File: config.mk
export PLATFORM = sky130hd
export DESIGN_NAME = cscirq_top
export DESIGN_NICKNAME = d
export VERILOG_FILES = /design/src/hdl/cscirq_pkg.sv /design/src/hdl/cscirq_top.sv
export SDC_FILE = /design/constraint.sdc
export NUM_CORES = 1
export LEC_CHECK = 0
export ABC_AREA = 0
export BUFFER_PORTS_ARGS = -buffer_cell sky130_fd_sc_hd__buf_2
export CAP_MARGIN = 20
export CORE_ASPECT_RATIO = 1.75
export CORE_MARGIN = 3
export CORE_UTILIZATION = 56
export DETAILED_ROUTE_END_ITERATION = 16
export GPL_TIMING_DRIVEN = 0
export PLACE_DENSITY = 0.77
export SLEW_MARGIN = 10
export SYNTH_ARGS = -nofsm -noshare
export SYNTH_HDL_FRONTEND = slang
export SYNTH_SLANG_ARGS = --single-unit
File: constraint.sdc
create_clock -name i_clock -period 3.4 [get_ports i_clock]
set_clock_uncertainty 0.1 [all_clocks]
set_input_delay 0.85 -clock i_clock [delete_from_list [all_inputs] [get_ports i_clock]]
set_output_delay 0.85 -clock i_clock [all_outputs]
set_load 0.1 [all_outputs]
File: src/hdl/cscirq_pkg.sv
// package: offsets, field positions and reset values of the status-change irq
`default_nettype none
package cscirq_pkg;
    localparam logic [7:0] STATUS_OFFSET = 8'h04;
    localparam logic [7:0] CONFIG_OFFSET = 8'h05;
    localparam logic [7:0] CONTROL_OFFSET = 8'h03;
    localparam logic [7:0] GLOBAL_OFFSET = 8'h1E;
    localparam logic [7:0] DIAG_OFFSET = 8'h93;
    localparam logic [7:0] STATUS_RESET = 8'h00;
    localparam logic [7:0] CONFIG_RESET = 8'h00;
    localparam logic [7:0] CONTROL_RESET = 8'h00;
    localparam logic [7:0] GLOBAL_RESET = 8'h00;
    localparam logic [7:0] DIAG_RESET = 8'h00;
    // status bit positions
    localparam int DETECT_BIT = 3;
    localparam int READY_BIT = 2;
    localparam int BATLOW_BIT = 1;
    localparam int BATTERY_DEAD_FLAG_BIT = 0;
    // control, global, diag and config register fields
    localparam int RING_EN_BIT = 7;
    localparam int CARD_KIND_BIT = 5;
    localparam int PCI_ROUTE_BIT = 4;
    localparam int CLEAR_MODE_BIT = 2;
    localparam int DIAG_PCI_BIT = 5;
    localparam int SEL_LSB = 4;
    localparam logic [3:0] SEL_NONE = 4'h0;
    localparam logic [3:0] SEL_SMI = 4'h2;
endpackage : cscirq_pkg
`default_nettype wire

File: src/hdl/cscirq_top.sv
// card status-change detection, masking and host interrupt routing
// Behaviour
// [RULE1] masked-off flags always read zero
// [RULE2] enabled active flag raises host interrupt
// [RULE3] clear on read or by writing one
// [RULE4] clear mode follows global control bit 2
// [RULE5] host reads status, clears serviced flags
// [RULE6] status bits 7 to 4 read zero
// [RULE7] bit 3 set on any detect-line change
// [RULE8] bit 2 set on ready rising edge
// [RULE9] io card: ready and battery-low read zero
// [RULE10] bit 1 set on battery-low warning
// [RULE11] bit 0 follows status-change line level
// [RULE12] ring mode: bit 0 shows ring line
// [RULE13] selector routes to legacy line or smi
// [RULE14] selector zero plus diag bit: pci
// [RULE15] selector zero, no diag: pci if route
// [RULE16] config bit 3 enables detect changes
// [RULE17] config bit 2 enables ready rising
// [RULE18] config bit 1 enables battery warning
// [RULE19] config bit 0 enables dead or card_status_change_line
// [RULE20] route bit high sends irq to pci
// [RULE21] card kind bit: 0 memory, 1 io
// [RULE22] ring enable switches bit 0 source
// [RULE23] inputs synchronised, events latched until cleared
//
// The implementer's own choice: the address-and-strobe port.
`default_nettype none
module cscirq_top
    import cscirq_pkg::*;
(
    // clock and reset
    input wire logic i_clock,
    input wire logic i_resetn,
    // register port
    input wire logic [7:0] i_addr,
    input wire logic [7:0] i_wdata,
    input wire logic i_write,
    input wire logic i_read,
    output logic [7:0] o_rdata,
    // card socket lines, active high after pin inversion
    input wire logic i_card_detect_line_one,
    input wire logic i_card_detect_line_two,
    input wire logic i_card_ready_line,
    input wire logic i_battery_low_line,
    input wire logic i_card_status_change_line,
    input wire logic i_ring_indicate_line,
    // interrupt outputs
    output logic [15:0] o_legacy_irq,
    output logic o_system_management_irq,
    output logic o_pci_irq
);

    logic [7:0] status_r;
    logic [7:0] config_r;
    logic [7:0] control_r;
    logic [7:0] global_r;
    logic [7:0] diag_r;
    logic [7:0] rdata_r;
    logic [5:0] sync1_r;
    logic [5:0] sync2_r;
    logic [5:0] prev_r;
    logic [5:0] pins;
    logic [3:0] event_set;
    logic [3:0] enable_mask;
    logic [3:0] visible;
    logic [3:0] clear_req;
    logic [7:0] status_view;
    logic io_card;
    logic irq_req;
    logic [3:0] sel;
    logic to_pci;

    // true when the address equals a given offset; callers check the strobe
    function automatic logic hit(input logic [7:0] a, input logic [7:0] off);
        hit = (a == off);
    endfunction

    assign pins = {i_ring_indicate_line, i_card_status_change_line,
                   i_battery_low_line, i_card_ready_line,
                   i_card_detect_line_two, i_card_detect_line_one};

    // two-stage synchroniser; only the second stage feeds edge logic
    always_ff @(posedge i_clock or negedge i_resetn) begin
        if (!i_resetn) begin
            sync1_r <= 6'h00;
            sync2_r <= 6'h00;
            prev_r <= 6'h00;
        end else begin
            sync1_r <= pins; // RULE23
            sync2_r <= sync1_r;
            prev_r <= sync2_r;
        end
    end

    assign io_card = control_r[CARD_KIND_BIT]; // RULE21

    // event sources; a level source re-latches while it stays asserted
    always_comb begin
        event_set[DETECT_BIT] = (sync2_r[1:0] != prev_r[1:0]); // RULE7
        event_set[READY_BIT] = sync2_r[2] & ~prev_r[2] & ~io_card; // RULE8 RULE9
        event_set[BATLOW_BIT] = sync2_r[3] & ~io_card; // RULE10 RULE9
        if (control_r[RING_EN_BIT])
            event_set[BATTERY_DEAD_FLAG_BIT] = sync2_r[5]; // RULE12 RULE22
        else
            event_set[BATTERY_DEAD_FLAG_BIT] = sync2_r[4]; // RULE11 RULE19
    end

    assign enable_mask = config_r[3:0]; // RULE16 RULE17 RULE18 RULE19
    // io card hides ready and battery-low even if latched before the switch
    assign visible = status_r[3:0] & enable_mask
                     & ~{1'b0, io_card, io_card, 1'b0}; // RULE1 RULE9
    assign status_view = {4'h0, visible}; // RULE6

    // clear requests: read-to-clear or write-one-to-clear
    always_comb begin
        if (global_r[CLEAR_MODE_BIT]) // RULE4
            clear_req = (i_write && hit(i_addr, STATUS_OFFSET)) ?
                        i_wdata[3:0] : 4'h0; // RULE3
        else
            clear_req = (i_read && hit(i_addr, STATUS_OFFSET)) ?
                        4'hF : 4'h0; // RULE3
    end

    // sticky flags; a new event beats a clear in the same cycle
    always_ff @(posedge i_clock or negedge i_resetn) begin
        if (!i_resetn)
            status_r <= STATUS_RESET;
        else
            status_r <= {4'h0, (status_r[3:0] & ~clear_req) |
                         (event_set & enable_mask)}; // RULE23 RULE1
    end

    // writable registers
    always_ff @(posedge i_clock or negedge i_resetn) begin
        if (!i_resetn) begin
            config_r <= CONFIG_RESET;
            control_r <= CONTROL_RESET;
            global_r <= GLOBAL_RESET;
            diag_r <= DIAG_RESET;
        end else if (i_write) begin
            if (hit(i_addr, CONFIG_OFFSET))
                config_r <= i_wdata;
            if (hit(i_addr, CONTROL_OFFSET))
                control_r <= i_wdata;
            if (hit(i_addr, GLOBAL_OFFSET))
                global_r <= i_wdata;
            if (hit(i_addr, DIAG_OFFSET))
                diag_r <= i_wdata;
        end
    end

    // read data one cycle after the strobe; unmapped reads give zero
    always_ff @(posedge i_clock or negedge i_resetn) begin
        if (!i_resetn) begin
            rdata_r <= 8'h00;
        end else if (i_read) begin
            case (i_addr)
                STATUS_OFFSET: rdata_r <= status_view; // RULE5
                CONFIG_OFFSET: rdata_r <= config_r;
                CONTROL_OFFSET: rdata_r <= control_r;
                GLOBAL_OFFSET: rdata_r <= global_r;
                DIAG_OFFSET: rdata_r <= diag_r;
                default: rdata_r <= 8'h00;
            endcase
        end else begin
            rdata_r <= 8'h00;
        end
    end
    assign o_rdata = rdata_r;

    assign irq_req = |visible; // RULE2
    assign sel = config_r[SEL_LSB +: 4];

    // pci path: route bit wins; selector zero also uses the diag bit
    always_comb begin
        if (control_r[PCI_ROUTE_BIT])
            to_pci = 1'b1; // RULE20
        else if (sel == SEL_NONE)
            to_pci = diag_r[DIAG_PCI_BIT]; // RULE14 RULE15
        else
            to_pci = 1'b0;
        if (sel == SEL_NONE && diag_r[DIAG_PCI_BIT])
            to_pci = 1'b1; // RULE14
    end

    // interrupt outputs registered so they are glitch free
    always_ff @(posedge i_clock or negedge i_resetn) begin
        if (!i_resetn) begin
            o_legacy_irq <= 16'h0000;
            o_system_management_irq <= 1'b0;
            o_pci_irq <= 1'b0;
        end else begin
            o_pci_irq <= irq_req & to_pci;
            o_system_management_irq <= irq_req & ~control_r[PCI_ROUTE_BIT]
                                       & (sel == SEL_SMI); // RULE13
            o_legacy_irq <= 16'h0000;
            if (irq_req && !control_r[PCI_ROUTE_BIT] && sel != SEL_NONE
                && sel != SEL_SMI)
                o_legacy_irq[sel] <= 1'b1; // RULE13 RULE15
        end
    end

    // masked flags never show and reserved bits stay zero
    mask_zero_a: assert property ( // RULE1
        @(posedge i_clock) disable iff (!i_resetn)
        (i_read && i_addr == STATUS_OFFSET) |=>
        (o_rdata[7:4] == 4'h0 && (o_rdata[3:0] & ~$past(enable_mask)) == 4'h0))
        else $error("masked or reserved status bit read as one");

    reserved_zero_a: assert property ( // RULE6
        @(posedge i_clock) disable iff (!i_resetn)
        status_r[7:4] == 4'h0)
        else $error("reserved status bits set");

    reserved_read_a: assert property ( // RULE6
        @(posedge i_clock) disable iff (!i_resetn)
        (i_read && i_addr == STATUS_OFFSET) |=> o_rdata[7:4] == 4'h0)
        else $error("reserved status bits read as one");

    // routing: the route bit overrides the selector
    irq_raise_a: assert property ( // RULE20
        @(posedge i_clock) disable iff (!i_resetn)
        (irq_req && control_r[PCI_ROUTE_BIT]) |=> o_pci_irq)
        else $error("pci interrupt missing");

    route_only_pci_a: assert property ( // RULE20
        @(posedge i_clock) disable iff (!i_resetn)
        control_r[PCI_ROUTE_BIT] |=>
        (!o_system_management_irq && o_legacy_irq == 16'h0000))
        else $error("route bit did not silence legacy lines");

    detect_set_a: assert property ( // RULE7
        @(posedge i_clock) disable iff (!i_resetn)
        (event_set[DETECT_BIT] && enable_mask[DETECT_BIT]) |=>
        status_r[DETECT_BIT])
        else $error("detect change not latched");

    ready_io_a: assert property ( // RULE9
        @(posedge i_clock) disable iff (!i_resetn)
        io_card |-> !event_set[READY_BIT] && !event_set[BATLOW_BIT])
        else $error("io card set ready or battery flag");

    // flags latched as a memory card must not leak once switched to io
    io_read_a: assert property ( // RULE9
        @(posedge i_clock) disable iff (!i_resetn)
        (io_card && i_read && i_addr == STATUS_OFFSET) |=>
        o_rdata[2:1] == 2'b00)
        else $error("io card read ready or battery flag");

    read_clear_a: assert property ( // RULE3
        @(posedge i_clock) disable iff (!i_resetn)
        (i_read && i_addr == STATUS_OFFSET && !global_r[CLEAR_MODE_BIT]
         && !i_write && event_set == 4'h0) |=> status_r[3:0] == 4'h0)
        else $error("read did not clear flags");

    w1c_clear_a: assert property ( // RULE3
        @(posedge i_clock) disable iff (!i_resetn)
        (i_write && i_addr == STATUS_OFFSET && global_r[CLEAR_MODE_BIT]
         && event_set == 4'h0) |=>
        (status_r[3:0] & $past(i_wdata[3:0])) == 4'h0)
        else $error("write of one did not clear flag");

    // in write-one mode a read must leave every flag in place
    w1c_keep_a: assert property ( // RULE4
        @(posedge i_clock) disable iff (!i_resetn)
        (global_r[CLEAR_MODE_BIT] && !(i_write && i_addr == STATUS_OFFSET))
        |=> (status_r[3:0] & $past(status_r[3:0])) == $past(status_r[3:0]))
        else $error("flag lost without a clearing write");

    read_keep_a: assert property ( // RULE4
        @(posedge i_clock) disable iff (!i_resetn)
        (!global_r[CLEAR_MODE_BIT] && !(i_read && i_addr == STATUS_OFFSET))
        |=> (status_r[3:0] & $past(status_r[3:0])) == $past(status_r[3:0]))
        else $error("flag lost without a status read");

    // a set and a clear in one cycle leave the flag set
    set_wins_a: assert property ( // RULE23
        @(posedge i_clock) disable iff (!i_resetn)
        (event_set[DETECT_BIT] && enable_mask[DETECT_BIT]
         && clear_req[DETECT_BIT]) |=> status_r[DETECT_BIT])
        else $error("clear beat a new detect event");

    // pins reach the edge logic two cycles late; needs quiet pins in reset
    sync_delay_a: assert property ( // RULE23
        @(posedge i_clock) disable iff (!i_resetn)
        1'b1 |-> sync2_r == $past(pins, 2))
        else $error("synchroniser delay wrong");

    ready_rise_a: assert property ( // RULE8
        @(posedge i_clock) disable iff (!i_resetn)
        (event_set[READY_BIT] && enable_mask[READY_BIT]) |=>
        status_r[READY_BIT])
        else $error("ready rising edge not latched");

    // a ready line that just stays high must not raise the flag
    ready_level_a: assert property ( // RULE8
        @(posedge i_clock) disable iff (!i_resetn)
        (prev_r[2] && !status_r[READY_BIT]) |=> !status_r[READY_BIT])
        else $error("ready level set the flag");

    batlow_set_a: assert property ( // RULE10
        @(posedge i_clock) disable iff (!i_resetn)
        (sync2_r[3] && !io_card && enable_mask[BATLOW_BIT]) |=>
        status_r[BATLOW_BIT])
        else $error("battery warning not latched");

    dead_set_a: assert property ( // RULE11
        @(posedge i_clock) disable iff (!i_resetn)
        (!control_r[RING_EN_BIT] && sync2_r[4] && enable_mask[BATTERY_DEAD_FLAG_BIT])
        |=> status_r[BATTERY_DEAD_FLAG_BIT])
        else $error("status-change line not latched");

    ring_set_a: assert property ( // RULE12
        @(posedge i_clock) disable iff (!i_resetn)
        (control_r[RING_EN_BIT] && sync2_r[5] && enable_mask[BATTERY_DEAD_FLAG_BIT])
        |=> status_r[BATTERY_DEAD_FLAG_BIT])
        else $error("ring line not latched");

    // masked sources are dropped, not stored for later
    detect_mask_a: assert property ( // RULE16
        @(posedge i_clock) disable iff (!i_resetn)
        (!enable_mask[DETECT_BIT] && !status_r[DETECT_BIT]) |=>
        !status_r[DETECT_BIT])
        else $error("masked detect change latched");

    ready_mask_a: assert property ( // RULE17
        @(posedge i_clock) disable iff (!i_resetn)
        (!enable_mask[READY_BIT] && !status_r[READY_BIT]) |=>
        !status_r[READY_BIT])
        else $error("masked ready edge latched");

    batlow_mask_a: assert property ( // RULE18
        @(posedge i_clock) disable iff (!i_resetn)
        (!enable_mask[BATLOW_BIT] && !status_r[BATLOW_BIT]) |=>
        !status_r[BATLOW_BIT])
        else $error("masked battery warning latched");

    dead_mask_a: assert property ( // RULE19
        @(posedge i_clock) disable iff (!i_resetn)
        (!enable_mask[BATTERY_DEAD_FLAG_BIT] && !status_r[BATTERY_DEAD_FLAG_BIT]) |=>
        !status_r[BATTERY_DEAD_FLAG_BIT])
        else $error("masked battery dead latched");

    // any routed request shows up on exactly one kind of output
    irq_level_a: assert property ( // RULE2
        @(posedge i_clock) disable iff (!i_resetn)
        (irq_req && (control_r[PCI_ROUTE_BIT] || sel != SEL_NONE
         || diag_r[DIAG_PCI_BIT])) |=>
        (o_pci_irq || o_system_management_irq || o_legacy_irq != 16'h0000))
        else $error("enabled flag raised no interrupt");

    irq_quiet_a: assert property ( // RULE2
        @(posedge i_clock) disable iff (!i_resetn)
        !irq_req |=> (!o_pci_irq && !o_system_management_irq
        && o_legacy_irq == 16'h0000))
        else $error("interrupt without an enabled flag");

    smi_route_a: assert property ( // RULE13
        @(posedge i_clock) disable iff (!i_resetn)
        (irq_req && sel == SEL_SMI && !control_r[PCI_ROUTE_BIT]) |=>
        o_system_management_irq && o_legacy_irq == 16'h0000)
        else $error("smi routing wrong");

    legacy_route_a: assert property ( // RULE13
        @(posedge i_clock) disable iff (!i_resetn)
        (irq_req && !control_r[PCI_ROUTE_BIT] && sel != SEL_NONE
         && sel != SEL_SMI) |=>
        (o_legacy_irq == (16'h0001 << $past(sel)) && !o_pci_irq))
        else $error("legacy line routing wrong");

    one_line_a: assert property ( // RULE13
        @(posedge i_clock) disable iff (!i_resetn)
        $onehot0(o_legacy_irq))
        else $error("more than one legacy line driven");

    smi_excl_a: assert property ( // RULE13
        @(posedge i_clock) disable iff (!i_resetn)
        o_system_management_irq |-> (!o_pci_irq
        && o_legacy_irq == 16'h0000))
        else $error("smi shared with another output");

    diag_pci_a: assert property ( // RULE14
        @(posedge i_clock) disable iff (!i_resetn)
        (irq_req && sel == SEL_NONE && diag_r[DIAG_PCI_BIT]) |=>
        o_pci_irq && o_legacy_irq == 16'h0000)
        else $error("diag pci routing wrong");

    // selector zero without the diag bit: silent unless routed
    pci_gate_a: assert property ( // RULE15
        @(posedge i_clock) disable iff (!i_resetn)
        (sel == SEL_NONE && !diag_r[DIAG_PCI_BIT]
         && !control_r[PCI_ROUTE_BIT]) |=>
        (!o_pci_irq && !o_system_management_irq
         && o_legacy_irq == 16'h0000))
        else $error("selector zero still drove an output");

    // read data stand only in the cycle after a read strobe
    rdata_idle_a: assert property (
        @(posedge i_clock) disable iff (!i_resetn)
        !i_read |=> o_rdata == 8'h00)
        else $error("read data without a read strobe");

endmodule // cscirq_top
`default_nettype wire

Word level (Yosys, flattened, before mapping)
Index checks and enable logic that the tools add are counted.
{"block": "word_totals", "output_inout_bits": 26, "mem_bits_rw": 0, "n_memories": 0, "elab_cells": 65, "input_bits": 26, "mem_bits_ro": 0, "latch_bits": 0, "register_bits": 77}
{"block": "op_classes", "n_bitwise": 16, "n_lt_le_gt_ge": 2, "reduce_logical": 15, "mux": 12, "n_div": 0, "mul": 0, "n_addsub": 0, "shift": 0, "n_eq_ne": 8}
{"operator": "8-bit one-hot mux with 5 select lines", "count": 1}
{"operator": "4-bit bitwise AND", "count": 4}
{"operator": "8-bit by 3-bit equality test with 1-bit output, second input constant", "count": 2}
{"operator": "16-bit two-way mux", "count": 1}
{"operator": "4-bit two-way mux", "count": 3}
{"operator": "8-bit by 2-bit equality test with 1-bit output, second input constant", "count": 1}
{"operator": "8-bit by 5-bit equality test with 1-bit output, second input constant", "count": 1}
{"operator": "8-bit equality test, second input constant", "count": 1}
{"operator": "8-bit two-way mux", "count": 1}
{"operator": "2-bit AND reduction", "count": 4}
{"operator": "1-bit logical AND", "count": 7}
{"operator": "1-bit bitwise AND", "count": 6}
{"operator": "4-bit by 5-bit less-than comparator with 1-bit output, second input constant", "count": 1}
{"operator": "1-bit two-way mux", "count": 5}
{"operator": "1-bit demux with 4-bit select", "count": 1}
{"operator": "4-bit by 2-bit equality test with 1-bit output, second input constant", "count": 1}
{"operator": "4-bit by 1-bit >= comparator with 1-bit output, second input constant", "count": 1}
{"operator": "4-bit zero test", "count": 1}
{"operator": "4-bit by 2-bit != test with 1-bit output, second input constant", "count": 1}
{"operator": "3-bit NOT with 4-bit output", "count": 1}
{"operator": "4-bit NOT", "count": 1}
{"operator": "4-bit bitwise OR", "count": 1}
{"operator": "4-bit nonzero test", "count": 1}
{"operator": "4-bit OR reduction", "count": 1}
{"operator": "other kinds (3)", "count": 5}

Depth between registers and ports, before layout
Gate-level depths: netlist of run 1.
{"block": "depth", "ltp_word": 7, "ltp_mapped": 5, "ltp_nobuf": 4}

Worst setup path before layout of run 1
Ideal clock, no wire load.
{"block": "synth_timing", "path_type": "input to register", "startpoint": "in i_addr[5]", "endpoint": "reg config_r[0]", "path_slack_ps": 872, "path_stages": 5, "required_time_ps": 3175, "t_arrival_ps": 2303, "n_path_buf": 1, "setup_time_ps": 125, "path_cell_list": "or4_4 > nor3b_4 > and3_1 > buf_6 > mux2_2"}
{"block": "synth_via", "elab_chain_cells": 2}
{"item": "start: declaration", "line": "cscirq_top.sv:36", "rtl": "input wire logic [7:0] i_addr,"}
{"item": "8-bit by 3-bit equality test with 1-bit output", "line": "cscirq_top.sv:76", "rtl": "hit = (a == off);"}
{"item": "2-bit AND reduction (no source line)"}
{"item": "end signal: assignment", "line": "cscirq_top.sv:143", "rtl": "config_r <= i_wdata;"}
{"item": "end: declaration", "line": "cscirq_top.sv:55", "rtl": "logic [7:0] config_r;"}
No other way between the ends.
A chain may end at the register's enable or synchronous reset.

Worst setup path in the final report of run 1
{"block": "layout_timing", "startpoint": "in i_addr[3]", "endpoint": "reg diag_r[0]"}
{"block": "layout_via", "elab_chain_cells": 2}
{"item": "8-bit equality test", "line": "cscirq_top.sv:76"}
{"item": "2-bit AND reduction (no source line)"}
{"item": "end signal: assignment", "line": "cscirq_top.sv:149", "rtl": "diag_r <= i_wdata;"}
{"item": "end: declaration", "line": "cscirq_top.sv:58", "rtl": "logic [7:0] diag_r;"}
No other way between the ends.

==> results of run 1 <==
-- placed cells by master (no fill, tap or decap), types with 2 or more instances in the layout --
master     count
a21oi_1        5
a22o_1        10
a22oi_1        5
a31oi_1        4
a32o_1         2
a32oi_1        2
and3_1         2
buf_1          2
buf_2         49
buf_4          2
bufinv_16      3
clkbuf_1       5
clkbuf_8      10
conb_1         2
dfrtp_1       77
mux2_2        33
nand2_1       26
nand2b_1       4
nand3_1        5
nand3b_1       5
nand4bb_1      3
nor2_1        13
nor2b_1        2
nor3_1         5
nor4_1         4
o211ai_1       2
o21ai_0        2
o22ai_1        2
xnor2_1        2
-- worst reg2reg max path, delay by kind of cell, from the launching register on --
kind               cells  cell delay (ns)
DFF                    1             0.44
AOI/OAI and AO/OA      1             0.34
and+or+nand+nor        3             0.69
-- logic make-up after synthesis --
logic type | Yosys count | share of synthesized area, %
flip-flops | 77 | 62.47
AND/OR/NAND/NOR | 77 | 14.08
AO/OA/AOI/OAI | 38 | 9.087
multiplexers | 33 | 12.05
buffers and inverters | 10 | 1.622
XOR/XNOR | 2 | 0.5681
other | 1 | 0.1216
-- state kept, by name, summed over array words and instances, names as in the netlist --
name                     flops
prev_r                       3
sync2_r                      6
o_pci_irq                    1
config_r                     8
o_legacy_irq                16
o_system_management_irq      1
global_r                     8
status_r                     4
control_r                    8
sync1_r                      6
diag_r                       8
o_rdata                      8
-- through the flow --
step                hold WS (ns)  utilization (%)  cell area, um^2  power, uW  setup WS, ns
floorplan                 0.2312                -             3088       1084        0.8719
global placement          0.2316            64.75             3431       1146        0.3742
detailed placement        0.2347            65.31             3461       1155        0.3597
CTS                       0.2517            69.99             3709       1989        0.7280
global route              0.2635            69.99             3709       2042        0.5678
finish                    0.2517            69.99             3709       1973        0.6955
-- per-layer routing --
layer	vias to the layer above	part of all wire (%)	GRT usage, %
met5	-	0	0
met2	87	52	35.49
li1	991	-	-
met3	36	4.8	4.216
met4	0	6.6	16.14
met1	1017	36	21.47
-- power by group --
group	internal, uW	switching [uW]	total (uW)
clock network	510	326	836
logic	60.5	86.9	147
registers	961	28.5	990
-- layout make-up --
class                   instances  area [um^2]  share of cell area (%)
inverters                       1        3.754                  0.1012
clock buffers                  11        141.4                   3.812
clock inverters                 5        106.4                   2.868
plain buffers                   9        46.29                   1.248
flip-flops and latches         77         1927                   51.96
well taps                      74        92.59                   2.497
multi-input cells             152         1111                   29.96
repair buffers                 51        280.3                   7.557
-- worst max-delay path by stage --
stage / endpoint / startpoint / cells after the start / slack, ns
final: diag_r[0] / i_addr[3] / 6 / 0.70
after detailed placement: diag_r[0] / i_addr[3] / 6 / 0.36
after global placement: diag_r[3] / i_addr[3] / 6 / 0.37
after floorplan: config_r[0] / i_addr[5] / 5 / 0.87
after global routing: diag_r[5] / i_addr[3] / 6 / 0.57
after CTS: diag_r[0] / i_addr[3] / 6 / 0.73
==> flow_metrics.tcl, run 1 <==
set metrics [dict create \
    outcome "finished, final reports clean" \
    max_freq_ghz 0.3698 \
    path_clk_slew_ns 0.08 \
    grt_max_degree 63 \
    syn_area_um2 3084 \
    ctsResizeCount 0 \
    die-area_um2 6469 \
    slew-limit-headroom_pct 37.94 \
    insertedDiodeCount 0 \
    drc 0 \
    synth-seq-cells 77 \
    cts_buffer_depth 2 \
    crit_chain "buf_2 -> nand4bb_1 -> nor3_1 -> and3_1 -> buf_4 -> mux2_2" \
    clock_latency_ns 0.35 \
    drv_cap 0 \
    r2r_cells 4 \
    place_congestion 0.9086 \
    avgSynthCellArea_um2 12.96 \
    rsz0062_at_grt "no" \
    firstDrtPassIters 4 \
    ant_nets 0 \
    yosysMostFrequentCell "dfrtp_1" \
    r2r_end "o_legacy_irq[12]" \
    die_h_um 104.2 \
    vias 2131 \
    drive_above_1_share_pct 35.29 \
    crit_fanout 8 \
    syn_inst 238 \
    avgViaCountPerCell 5.608 \
    ctsHoldBuffers 0 \
    grt-ovfl-total 0 \
    cp_top_family "simple AND/OR/NAND/NOR gates" \
    cts_tree "built" \
    fin_setup_tns_ns 0 \
    synthArstFlopShare_pct 100.0 \
    drt-total-wl_um 6120 \
    first_iter_violations 71 \
    hold_viol 0 \
    cts_root_buffer "clkbuf_8" \
    synth_edf_count 0 \
    port_buffers 50 \
    grt_pass1_vias 2191 \
    h-tree-depth 3 \
    arrival_ns 2.83 \
    start_util_pct 58.21 \
    critPathKind "input pin to flip-flop" \
    power_per_cell_area_nw_per_um2 532.1 \
    finalSetupViolCount 0 \
    yosys-top-cells-count "dfrtp_1, mux2_2, nand2_1, nor2_1, a22o_1" \
    yosys-top-cells-area "dfrtp_1, mux2_2, nand2_1" \
    slew_violations 0 \
    grt_pass1_wl_um 10120 \
    grt.total_usage_pct 20.61 \
    tightest_slew_ns 0.9238 \
    dp.cells 364 \
    wire_per_inst_um 16.11 \
    cts-buffers-inserted 9 \
    cts_sinks 77 \
    fill_cells 411 \
    yosys.cell_types.count 41 \
    ys_seq_area_share_pct 62.47 \
    io_pins 52 \
    p_leak_uw 0.001762 \
    synth.largest_area_cell "dfrtp_1" \
    r2r-start "control_r[5]" \
    synth_ff_type "dfrtp_1" \
    cpMaxStageDelayCell "nor3_1" \
    instances_no_fill 380 \
    antenna_found_initial 0 \
    finalCritPeriodShare_pct 79.54 \
    cpPeakStageDelay_ns 0.76 \
    rows 35 \
    hold_class "input pin to asynchronous set/reset pin" \
    synth_warnings 0 \
    die_x_um 62.10 \
    critPathLaunchType "input pin" \
    r2r_slack_ns 1.73 \
    num-nets-final 327 \
    hpwl_um 4370 \
    critical_path_required_ns 3.53 \
    period_needed_ns 2.704 \
    core-area_um2 5299 \
    area_growth_pct 20.24 \
    ir_drop_v 0.0004006 \
    post_cts_buffers 0 \
    synth_top_area_share_pct 62.47 \
    path_buf_inv 2 \
    end_kind "flip-flop" \
]
No activity file was read; power rests on OpenSTA's default activity.
==> inputs of run 2 (changes only) <==
ABC_AREA = 1   (was 0)
PLACE_DENSITY = 0.76   (was 0.77)
clock period = 2.55 ns   (was 3.4 ns; I/O delays follow)
==> run 2 against run 1 <==
Compared with the run above: sequential share of layout area down 2.2 points; power up 26%; non-clock buffer count down 1; synthesized cell count up 38%; die area up 5.7%; combinational power up 56%; worst hold slack worse by 0.18 ns; critical path depth down 5; routed wire length up 16%; largest cell class unchanged; count of clock-buffer cells in the layout up 2.
==> flow_metrics.tcl, run 2 <==
set metrics [dict create \
    outcome "finished, final reports clean" \
    place_congestion 0.8888 \
    rows 36 \
    wire_per_inst_um 14.93 \
    yosys-top-cells-count "dfrtp_1, nand2_1, inv_1, nand3_1, nor2_1" \
    p_leak_uw 0.001982 \
    crit_fanout 1 \
    cpMaxStageDelayCell "buf_2" \
    synth_warnings 0 \
    finalCritPeriodShare_pct 72.49 \
    ant_nets 0 \
    cts_buffer_depth 2 \
    regMostFlops "o_legacy_irq" \
    first_iter_violations 148 \
    syn_inst 329 \
    die_h_um 107.2 \
    critPathKind "flip-flop to primary output" \
    finalSetupViolCount 0 \
    cts_sinks 77 \
    drv_cap 0 \
    start_util_pct 58.16 \
    yosys.cell_types.count 27 \
    synth_top_area_share_pct 58.85 \
    cts_tree "built" \
    area_growth_pct 18.19 \
    hold_viol 0 \
    grt-ovfl-total 0 \
    r2r_end "o_legacy_irq[8]" \
    syn_area_um2 3274 \
    yosys-top-cells-area "dfrtp_1, nand2_1, nand3_1" \
    cts-buffers-inserted 9 \
    layout_commonest_cell "dfrtp_1" \
    path_buf_inv 1 \
    die_x_um 63.81 \
    synthArstFlopShare_pct 100.0 \
    synth_ff_type "dfrtp_1" \
    grt_pass1_wl_um 11930 \
    largest_reg_flops 16 \
    antenna_found_initial 0 \
    cts_root_buffer "clkbuf_8" \
    final-seq-area_um2 1927 \
    rsz0062_at_grt "no" \
    port_buffers 51 \
    cp_top_family "buffers and inverters" \
    fin_setup_tns_ns 0 \
    r2r-start "control_r[5]" \
    drt-total-wl_um 7078 \
    ys_seq_area_share_pct 58.85 \
    yosysMostFrequentCell "dfrtp_1" \
    num-nets-final 419 \
    synth_edf_count 0 \
    timing.hold.ws_ns 0.07092 \
    post_cts_buffers 0 \
    cpPeakStageDelay_ns 0.42 \
    grt.total_usage_pct 23.26 \
    avgViaCountPerCell 5.236 \
    max_freq_ghz 0.5410 \
    io_pins 52 \
    critPathLaunchType "flip-flop" \
    path_clk_slew_ns 0.07 \
    insertedDiodeCount 0 \
    clock_latency_ns 0.35 \
    end_kind "primary output" \
    r2r_cells 5 \
    r2r_slack_ns 1.11 \
    die-area_um2 6837 \
    layout_common_cells "dfrtp_1, nand2_1, buf_2" \
    arrival_ns 1.11 \
    avgSynthCellArea_um2 9.953 \
    hpwl_um 5258 \
    multi_input_area_um2 1119 \
    drc 0 \
    power_per_cell_area_nw_per_um2 642.1 \
    synth.largest_area_cell "dfrtp_1" \
    synth-seq-cells 77 \
    ir_drop_v 0.0004517 \
    ctsHoldBuffers 0 \
    core-area_um2 5630 \
    h-tree-depth 3 \
    grt_max_degree 58 \
    vias 2482 \
    grt_pass1_vias 2593 \
    firstDrtPassIters 4 \
    fill_cells 447 \
    ctsResizeCount 0 \
    crit_chain "buf_2" \
    drive_above_1_share_pct 27.14 \
    slew_violations 0 \
    critical_path_required_ns 1.81 \
    hold_class "input pin to asynchronous set/reset pin" \
    period_needed_ns 1.848 \
]
run 2: stage by stage:
stage	util, %	worst slack, ns	instances	total power (uW)	cell area [um^2]
CTS	68.73	0.6903	474	2506	3870
floorplan	-	0.9292	330	1464	3278
finish	68.73	0.7016	474	2485	3870
global route	68.73	0.6767	474	2585	3870
global placement	64.44	0.3093	457	1544	3628
detailed placement	64.98	0.6290	458	1559	3659
run 2: cell families after synthesis:
kind of cell / synth area share, %
other cells: 0.1145
simple gates: 24.42
compound gates: 8.980
flops: 58.85
buf+inv: 7.107
xor+xnor: 0.5351
run 2: worst max path at each step:
stage	from	to	slack [ns]	depth (start not counted)
2_1_floorplan	o_legacy_irq[0]	o_legacy_irq[0]	0.93	0
3_3_place_gp	i_resetn	sync1_r[0]	0.31	1
3_5_place_dp	i_addr[7]	status_r[2]	0.63	8
4_1_cts	o_legacy_irq[0]	o_legacy_irq[0]	0.69	1
5_1_grt	o_rdata[3]	o_rdata[3]	0.68	1
6_report	o_rdata[1]	o_rdata[1]	0.70	1
run 2: final cells by class:
class / count / share of cell area (%)
Buffer: 7 / 2.037
Clock buffer: 13 / 4.365
Clock inverter: 3 / 1.099
Inverter: 41 / 3.977
Multi-Input combinational cell: 205 / 28.90
Sequential cell: 77 / 49.79
Tap cell: 76 / 2.457
Timing Repair Buffer: 52 / 7.371
run 2: where the power goes:
part           total [uW]  switching (uW)  internal, uW
registers            1300            30.0          1270
clock network         951             420           531
logic                 230             163          67.6
run 2: routing by layer:
metal / share of wire [%] / track usage [%] / wire (um)
met1: 36 / 23.85 / 2561
met2: 57 / 42.86 / 4013
met3: 3.9 / 4.927 / 274
met4: 3.2 / 12.36 / 228
met5: 0 / 0 / 0
